## src/hw/sfb_pkg.sv

```systemverilog
// sfb_pkg: shared constants for the serial flash bus port
// assumes: included before the interface and both end modules
package sfb_pkg;
  localparam logic [7:0] OP_CAR      = 8'h0B;
  localparam logic [7:0] OP_CAR_OLD  = 8'hE8;
  localparam logic [7:0] OP_CAR_LF   = 8'h03;
  localparam logic [7:0] OP_PG_RD    = 8'hD2;
  localparam logic [7:0] OP_B1_RD    = 8'hD4;
  localparam logic [7:0] OP_B2_RD    = 8'hD6;
  localparam logic [7:0] OP_B1_RD_LF = 8'hD1;
  localparam logic [7:0] OP_B2_RD_LF = 8'hD3;
  localparam logic [7:0] OP_SPR_RD   = 8'h32;
  localparam logic [7:0] OP_SLD_RD   = 8'h35;
  localparam logic [7:0] OP_SEC_RD   = 8'h77;
  localparam logic [7:0] OP_STAT_RD  = 8'hD7;
  localparam logic [7:0] OP_ID_RD    = 8'h9F;
  localparam logic [7:0] OP_PG_PROG  = 8'h82;
  localparam logic [7:0] OP_BUF_WR   = 8'h84;
  localparam logic [7:0] OP_BUF_PROG = 8'h83;
  localparam logic [7:0] OP_REWRITE  = 8'h58;
  localparam logic [8:0] PAGE_STD    = 9'h0108;
  localparam logic [8:0] PAGE_BIN    = 9'h0100;
  localparam logic [7:0] STAT_BIN_BIT = 8'h01;
  localparam logic [7:0] STAT_RDY     = 8'h80;
  localparam logic [7:0] STAT_BASE    = 8'h1C;
  localparam logic [7:0] ID_MFR       = 8'h5A; // arbitrary
  localparam logic [7:0] ID_DEV       = 8'hA5; // arbitrary
  localparam logic [7:0] DEF_SPR      = 8'h00;
  localparam logic [7:0] DEF_SLD      = 8'h00;
  localparam logic [7:0] DEF_SEC      = 8'h3C;
  localparam int unsigned REWRITE_SPAN = 10000;
  localparam logic [13:0] REWRITE_SPAN_CNT = 14'(REWRITE_SPAN);
  localparam logic [10:0] PAGE_LAST   = 11'h07FF;
  localparam logic [3:0]  SCK_HALF    = 4'h3;
  localparam logic [2:0]  BIT_LAST    = 3'h7;
  localparam logic [15:0] RST_CYC     = 16'h0400;
endpackage

```

## src/hw/sfb_if.sv

```systemverilog
// sfb_if: serial bus wires between host and memory
// assumes: host end resolves so from the memory's enable
`timescale 1ns/100ps
interface sfb_if;
  logic sck;
  logic cs_n;
  logic si;
  logic so_out;
  logic so_oe_n;
  logic rst_n;
  modport dev  (input sck, input cs_n, input si, input rst_n, output so_out, output so_oe_n);
  modport host (output sck, output cs_n, output si, output rst_n, input so_out, input so_oe_n);
endinterface

```

## src/hw/sfb_dev.sv

```systemverilog
// sfb_dev: memory end of the serial bus, bus sampled on i_mclk
// assumes: sck no faster than i_mclk/8; bus pins asynchronous
// so is released (so_oe_n high) whenever deselected or in reset
`timescale 1ns/100ps
module sfb_dev #(
  parameter bit BIN_PAGE_OPT = 1'b0
) (
  input  wire logic       i_mclk,
  input  wire logic       i_nrst,
  sfb_if.dev              bus,
  input  wire logic       i_cfg_bin,
  input  wire logic [7:0] i_rd_data,
  output logic            o_cmd_vld,
  output logic [7:0]      o_cmd,
  output logic [7:0]      o_wr_data,
  output logic            o_wr_vld,
  output logic            o_rd_req,
  output logic [8:0]      o_page_size
);
  import sfb_pkg::*;

  typedef enum logic [1:0] {SFB_CMD, SFB_ADDR, SFB_DATA} sfb_ph_t;

  // --------------------------------------------------------------
  // pin synchronisers
  // --------------------------------------------------------------
  // three stages; sck, cs_n and rst_n levels count once the last two agree, si is taken from the last stage
  logic [2:0] sck_s, cs_s, si_s, rn_s;
  logic       sck_q, cs_q, rn_q;
  always_ff @(posedge i_mclk or negedge i_nrst) begin
    if (!i_nrst) begin
      sck_s <= 3'h0;
      cs_s  <= 3'h7;
      si_s  <= 3'h0;
      rn_s  <= 3'h0;
      sck_q <= 1'b0;
      cs_q  <= 1'b1;
      rn_q  <= 1'b0;
    end else begin
      sck_s <= {sck_s[1:0], bus.sck};
      cs_s  <= {cs_s[1:0], bus.cs_n};
      si_s  <= {si_s[1:0], bus.si};
      rn_s  <= {rn_s[1:0], bus.rst_n};
      if (sck_s[1] == sck_s[2]) sck_q <= sck_s[2];
      if (cs_s[1] == cs_s[2])   cs_q  <= cs_s[2];
      if (rn_s[1] == rn_s[2])   rn_q  <= rn_s[2];
    end
  end

  // edges from agreed levels only, so idle low or high both work
  wire sck_ok   = (sck_s[1] == sck_s[2]);
  wire rise     = sck_ok & sck_s[2] & ~sck_q;
  wire fall     = sck_ok & ~sck_s[2] & sck_q;
  wire selected = ~cs_q & rn_q;
  wire bit_in   = si_s[2];

  // --------------------------------------------------------------
  // decode
  // --------------------------------------------------------------
  // status and id reads carry no address bytes
  function automatic logic [1:0] addr_bytes(input logic [7:0] op);
    case (op)
      OP_STAT_RD, OP_ID_RD: addr_bytes = 2'd0;
      default:              addr_bytes = 2'd3;
    endcase
  endfunction

  function automatic logic [7:0] reg_byte(input logic [7:0] op, input logic [7:0] st, input logic n);
    case (op)
      OP_SPR_RD:  reg_byte = DEF_SPR;
      OP_SLD_RD:  reg_byte = DEF_SLD;
      OP_SEC_RD:  reg_byte = DEF_SEC;
      OP_STAT_RD: reg_byte = st;
      OP_ID_RD:   reg_byte = n ? ID_DEV : ID_MFR;
      default:    reg_byte = 8'h00;
    endcase
  endfunction

  // opcode classes
  logic [7:0] op;
  wire is_arr = (op == OP_CAR) | (op == OP_CAR_OLD) | (op == OP_CAR_LF);
  wire is_pg  = (op == OP_PG_RD);
  wire is_buf = (op == OP_B1_RD) | (op == OP_B2_RD) | (op == OP_B1_RD_LF)
              | (op == OP_B2_RD_LF);
  wire is_reg = (op == OP_SPR_RD) | (op == OP_SLD_RD) | (op == OP_SEC_RD)
              | (op == OP_STAT_RD) | (op == OP_ID_RD);
  wire is_wr  = (op == OP_BUF_WR) | (op == OP_PG_PROG);
  wire is_rd  = is_arr | is_pg | is_buf | is_reg;

  // --------------------------------------------------------------
  // shifter
  // --------------------------------------------------------------
  sfb_ph_t    ph;
  logic [2:0] bitn;
  logic [1:0] abytes;
  logic [7:0] sh_in, sh_out;
  logic       drive, so_rel, page_bin;
  wire  [7:0] next_in  = {sh_in[6:0], bit_in};
  wire  [7:0] status   = STAT_RDY | STAT_BASE | (page_bin ? STAT_BIN_BIT : 8'h00);
  // second id byte once the first is already on the wire
  wire  [7:0] next_rd  = is_reg ? reg_byte(op, status, drive) : i_rd_data;
  wire        byte_end = rise & (bitn == BIT_LAST);
  wire        rd_load  = fall & (ph == SFB_DATA) & is_rd & (bitn == 3'h0);

  always_ff @(posedge i_mclk or negedge i_nrst) begin
    if (!i_nrst) begin
      ph     <= SFB_CMD;
      bitn   <= 3'h0;
      op     <= 8'h00;
      abytes <= 2'd0;
      sh_in  <= 8'h00;
      sh_out <= 8'h00;
      drive  <= 1'b0;
      so_rel <= 1'b1;
    end else if (!selected) begin
      ph     <= SFB_CMD;
      bitn   <= 3'h0;
      drive  <= 1'b0;
      so_rel <= 1'b1;
    end else begin
      if (rise) begin
        sh_in <= next_in;
        bitn  <= bitn + 3'h1;
      end
      if (byte_end) begin
        case (ph)
          SFB_CMD: begin
            op     <= next_in;
            abytes <= addr_bytes(next_in);
            ph     <= (addr_bytes(next_in) == 2'd0) ? SFB_DATA : SFB_ADDR;
          end
          SFB_ADDR: begin
            abytes <= abytes - 2'd1;
            if (abytes == 2'd1) ph <= SFB_DATA;
          end
          default: ph <= SFB_DATA;
        endcase
      end
      if (fall) begin
        if (rd_load) begin
          sh_out <= next_rd;
          drive  <= 1'b1;
          so_rel <= 1'b0;
        end else if (drive) begin
          sh_out <= {sh_out[6:0], 1'b0};
        end
      end
    end
  end

  // --------------------------------------------------------------
  // page size and user outputs
  // --------------------------------------------------------------
  // cmd and write strobes land the cycle after the edge that ends a byte, o_rd_req the cycle after the fall that loads an array, page or buffer read byte
  wire cmd_end  = selected & byte_end & (ph == SFB_CMD);
  wire data_end = selected & byte_end & (ph == SFB_DATA);
  wire arr_load = selected & rd_load & ~is_reg;

  always_ff @(posedge i_mclk or negedge i_nrst) begin
    if (!i_nrst) begin
      page_bin    <= BIN_PAGE_OPT;
      o_cmd_vld   <= 1'b0;
      o_cmd       <= 8'h00;
      o_wr_data   <= 8'h00;
      o_wr_vld    <= 1'b0;
      o_rd_req    <= 1'b0;
      o_page_size <= BIN_PAGE_OPT ? PAGE_BIN : PAGE_STD;
    end else begin
      // ordered option comes back whenever the reset pin is low
      if (!rn_q) page_bin <= BIN_PAGE_OPT;
      else if (i_cfg_bin) page_bin <= 1'b1;
      o_page_size <= page_bin ? PAGE_BIN : PAGE_STD;
      o_cmd_vld   <= cmd_end;
      o_cmd       <= cmd_end ? next_in : o_cmd;
      o_wr_vld    <= data_end & is_wr;
      o_wr_data   <= (selected & byte_end) ? next_in : o_wr_data;
      o_rd_req    <= arr_load;
    end
  end

  // --------------------------------------------------------------
  // bus outputs, both straight from flops
  // --------------------------------------------------------------
  assign bus.so_out  = sh_out[7];
  assign bus.so_oe_n = so_rel;
endmodule

```

## src/flat_wrapper.sv

```systemverilog
// flat-port wrapper written by rule: the top's interface ports become plain ports
module sfb_dev_flat import sfb_pkg::*;
#(
  parameter bit BIN_PAGE_OPT = 1'b0
)
  (i_mclk, i_nrst, i_cfg_bin, i_rd_data, o_cmd_vld, o_cmd, o_wr_data, o_wr_vld, o_rd_req, o_page_size, bus_sck, bus_cs_n, bus_si, bus_rst_n, bus_so_out, bus_so_oe_n);
  sfb_if bus_i ();
  input  wire logic i_mclk;
  input  wire logic i_nrst;
  input  wire logic i_cfg_bin;
  input  wire logic [7:0] i_rd_data;
  output logic o_cmd_vld;
  output logic [7:0] o_cmd;
  output logic [7:0] o_wr_data;
  output logic o_wr_vld;
  output logic o_rd_req;
  output logic [8:0] o_page_size;
  input wire logic [$bits(bus_i.sck)-1:0] bus_sck;
  input wire logic [$bits(bus_i.cs_n)-1:0] bus_cs_n;
  input wire logic [$bits(bus_i.si)-1:0] bus_si;
  input wire logic [$bits(bus_i.rst_n)-1:0] bus_rst_n;
  output wire logic [$bits(bus_i.so_out)-1:0] bus_so_out;
  output wire logic [$bits(bus_i.so_oe_n)-1:0] bus_so_oe_n;
  assign bus_i.sck = bus_sck;
  assign bus_i.cs_n = bus_cs_n;
  assign bus_i.si = bus_si;
  assign bus_i.rst_n = bus_rst_n;
  assign bus_so_out = bus_i.so_out;
  assign bus_so_oe_n = bus_i.so_oe_n;
  sfb_dev #(.BIN_PAGE_OPT(BIN_PAGE_OPT)) u_core (.i_mclk(i_mclk), .i_nrst(i_nrst), .bus(bus_i), .i_cfg_bin(i_cfg_bin), .i_rd_data(i_rd_data), .o_cmd_vld(o_cmd_vld), .o_cmd(o_cmd), .o_wr_data(o_wr_data), .o_wr_vld(o_wr_vld), .o_rd_req(o_rd_req), .o_page_size(o_page_size));
endmodule
```

## config.mk

```make
export PLATFORM = sky130hd
export DESIGN_NAME = sfb_dev_flat
export DESIGN_NICKNAME = d
export VERILOG_FILES = /design/src/hw/sfb_pkg.sv /design/src/hw/sfb_if.sv /design/src/hw/sfb_dev.sv /design/src/flat_wrapper.sv
export SDC_FILE = /design/constraint.sdc
export NUM_CORES = 1
export LEC_CHECK = 0
export ABC_CLOCK_PERIOD_IN_PS = 5400
export BUFFER_PORTS_ARGS = -buffer_cell sky130_fd_sc_hd__buf_2
export CELL_PAD_IN_SITES_DETAIL_PLACEMENT = 1
export CELL_PAD_IN_SITES_GLOBAL_PLACEMENT = 2
export CORE_MARGIN = 5
export CORE_UTILIZATION = 40
export DETAILED_ROUTE_END_ITERATION = 16
export PLACE_DENSITY = 0.88
export SLEW_MARGIN = 5
export SYNTH_ARGS = -nofsm -noshare
export SYNTH_HDL_FRONTEND = slang
export SYNTH_SLANG_ARGS = --single-unit
```

## constraint.sdc

```tcl
create_clock -name i_mclk -period 5.4 [get_ports i_mclk]
set_input_delay 0.81 -clock i_mclk [delete_from_list [all_inputs] [get_ports i_mclk]]
set_output_delay 0.81 -clock i_mclk [all_outputs]
set_load 0.01 [all_outputs]
```

==> impl_metrics.json <==
{
  "period_minus_slack_ps": 3246,
  "ir_drop_mv": 0.1684,
  "grt_pass1_vias": 2178,
  "p_sw_share_pct": 24.91,
  "hold_viol_final": 0,
  "vias_per_cell": 5.134,
  "status": "finished clean",
  "hold_buffers": 0,
  "p_seq_share_pct": 54.6,
  "overflow": 0,
  "internal_power_mw": 0.7678,
  "synth_seq_cells": 68,
  "synthTopCellsByArea": "dfrtp_1 (50%), mux2_2 (11%), dfstp_2 (5.1%)",
  "die_y_um": 97.97,
  "worstRegToRegCells": 6,
  "detail_route.wl_per_cell_um": 16.01,
  "critical_path_class": "flop to flop",
  "grt_usage_pct": 14.17,
  "routabilityCongestion": 0.7282,
  "rsz0062_at_grt": "false",
  "hold_slack_ps": 352.4,
  "relSlewSlack_pct": 44.80,
  "cp-end-kind": "flop",
  "place_hpwl_mm": 4.498,
  "yosysTopAreaCell": "dfrtp_1",
  "synth_top_area_share_pct": 50.12,
  "synth-edff-count": 0,
  "rows": 32,
  "wl_met2_mm": 3.237,
  "required_ps": 5630,
  "routed-wl-met3_um": 205,
  "cap_violations": 0,
  "dr.first_iter.drc_count": 54,
  "worstReg2RegEnd": "u_core.o_cmd[7]",
  "initial_core_util_pct": 40.48,
  "critPathTopFamily": "simple AND/OR/NAND/NOR gates",
  "path_max_fanout": 18,
  "final_cell_area_mm2": 0.003493,
  "port-buffer-count": 36,
  "finalSetupViolCount": 0,
  "tightestPinTransition_ps": 828.0,
  "crit_start": "u_core.sck_s[1]",
  "dr.pass1.iters": 4,
  "route.detailed.drc": 0,
  "grt_pass1_wl_mm": 10.85,
  "hold_class": "flop to flop",
  "synth-main-ff-cell": "dfrtp_1",
  "htreeDepth": 3,
  "ys_types": 51,
  "ios": 45,
  "regToRegSetupSlack_ps": 2150,
  "crit_cells": 6,
  "crit_buf_inv": 0,
  "dieArea_mm2": 0.009598,
  "yosys_warnings": 0,
  "cp-endpoint": "u_core.o_cmd[7]",
  "slew_violations": 0,
  "nets": 311,
  "post_cts_resized": 0,
  "clkLatencyLatePin_ps": 340,
  "synthAdderAreaFrac_pct": 3.072,
  "clockRootBuffer": "clkbuf_8",
  "antenna_found_initial": 0,
  "die_x_um": 97.97,
  "layout-drive-gt1-share_pct": 35.25,
  "synth_compound_area_share_pct": 10.39,
  "synth_simple_gate_area_share_pct": 12.53,
  "cts_tree": "built",
  "r2r_start": "u_core.sck_s[1]",
  "areaGrowthSynthToFinish_pct": 12.85,
  "critical_path.max_stage_delay_ps": 740,
  "leakagePower_nw": 1.620,
  "syn_avg_cell_area_um2": 12.04,
  "clockPowerShare_pct": 40.7,
  "critPathMostFrequentCell": "nor2b_1",
  "p_total_mw": 1.022,
  "skew_ps": 5.864,
  "wl_mm": 6.355,
  "arrival_ps": 3470,
  "fmax_mhz": 308.1,
  "fin_tns_setup_ps": 0,
  "n_antenna_cell": 0,
  "vias": 2038,
  "clk_pin_slew_ps": 80,
  "drtAntennaViolNets": 0,
  "cts_max_path_buffers": 2,
  "cts_buffers": 9,
  "clock_sinks": 68,
  "crit_path_start_kind": "flop",
  "crit_chain": "ha_1, nor2b_1, nor2b_1, nand2_1, nor3_4, mux2_2",
  "p_switching_mw": 0.2547,
  "placed_area_mm2": 0.003294,
  "synth_area_mm2": 0.003095,
  "top_layer_used": "met4",
  "ys_async_sr_fraction_pct": 100.0,
  "crit_slowest_cell": "nor3_4",
  "grt_start_max_net_pins": 69,
  "fin_crit_sh_pct": 60.10,
  "synth_xor_area_share_pct": 1.132,
  "place_ws_ps": 2128,
  "synth_top_family_by_area": "simple AND/OR/NAND/NOR gates",
  "muxShareOfSynthArea_pct": 11.60,
  "combPwrFrac_pct": 4.7,
  "seq_area_frac_synth_pct": 55.21,
  "syn_inst": 257,
  "layout_setup_ws_ps": 2154,
  "wl_met1_mm": 2.830,
  "coreArea_mm2": 0.007647,
  "p_per_area_mw_per_mm2": 292.7,
  "post_cts_buffers": 0
}
## through the flow
stage	std cells	utilization, %
global placement	381	43.08
finish	397	45.68
CTS	397	45.68
detailed placement	381	43.08
global route	397	45.68
floorplan	263	-
## Yosys cell counts (all sizes together) (4+ instances only)
master  count
nand2      10
inv        11
ha          6
nor3        7
dfrtp      62
clkbuf      5
mux2       31
buf        16
nand2b      5
nor2       22
nor4        5
dfstp       6
nand3       4
o221a       6
o21ai       8
a21oi      10
xnor2       4
## worst register-to-register path, cell delays in order (launching register included)
cell     delay (ps)
dfrtp_1         390
ha_1            160
nor2b_1         380
nor2b_1         560
nand2_1         480
nor3_4          740
mux2_2          410
## per-layer routing
layer,global-route usage (%),up-vias
met3,4.286,7
met4,4.473,0
met1,17.76,1049
met5,0,-
met2,23.51,29
li1,-,953
## power groups by stage
| stage | Combinational (mW) | Sequential (mW) | Clock (mW) |
|---|---|---|---|
| finish | 0.0480 | 0.559 | 0.416 |
| global placement | 0.0473 | 0.567 | 0 |
| CTS | 0.0497 | 0.559 | 0.431 |
| detailed placement | 0.0494 | 0.569 | 0 |
| global route | 0.0550 | 0.562 | 0.458 |
| floorplan | 0.0329 | 0.557 | 0 |
## kinds of logic after synthesis
kind of cell             after synthesis
XOR/XNOR                               4
buffers and inverters                 32
other                                  2
multiplexers                          32
flip-flops                            68
AND/OR/NAND/NOR                       70
adder cells (fa/ha/maj)                8
AO/OA/AOI/OAI                         41
## cell type report
type | count | area (µm²)
clock buffers | 9 | 123.9
clock inverters | 7 | 75.07
fillers | 842 | 4154
inverters | 11 | 41.29
multi-input cells | 163 | 1229
flip-flops and latches | 68 | 1709
well taps | 102 | 127.6
repair buffers | 37 | 187.7
## registers in the layout, summed over array words and instances (netlist names), 2 cells and up
signal	cells
u_core.rn_s	3
u_core.op	8
u_core.sck_s	3
u_core.sh_in	7
u_core.ph	2
u_core.o_wr_data	8
u_core.abytes	2
u_core.bitn	3
u_core.si_s	3
u_core.sh_out	8
u_core.o_cmd	8
u_core.cs_s	3
## cells in the final DEF (no fill, tap or decap), types with 3 or more instances in the layout
master / n
dfstp_2: 6
inv_1: 11
dfrtp_1: 62
ha_1: 6
nor4_1: 5
nor3_1: 6
clkinvlp_4: 3
nand2b_1: 5
nand3_1: 4
conb_1: 8
nand2_1: 10
a21oi_1: 8
o221a_2: 6
mux2_2: 31
nor2_1: 22
a21o_1: 3
o21ai_0: 8
clkbuf_8: 9
buf_2: 36
xnor2_1: 4
## worst min-delay path by stage
stage / startpoint / end / slack [ps] / cells after the start
4_1_cts: u_core.sck_s[0] / u_core.sck_s[1] / 360 / 0
6_report: u_core.sck_s[0] / u_core.sck_s[1] / 350 / 0
5_1_grt: u_core.cs_s[0] / u_core.cs_s[1] / 370 / 0
2_1_floorplan: u_core.rn_s[0] / u_core.rn_s[1] / 330 / 0
3_5_place_dp: u_core.sck_s[0] / u_core.sck_s[1] / 340 / 0
3_3_place_gp: u_core.si_s[0] / u_core.si_s[1] / 330 / 0
Note: power is estimated with default switching activity, not from simulation.
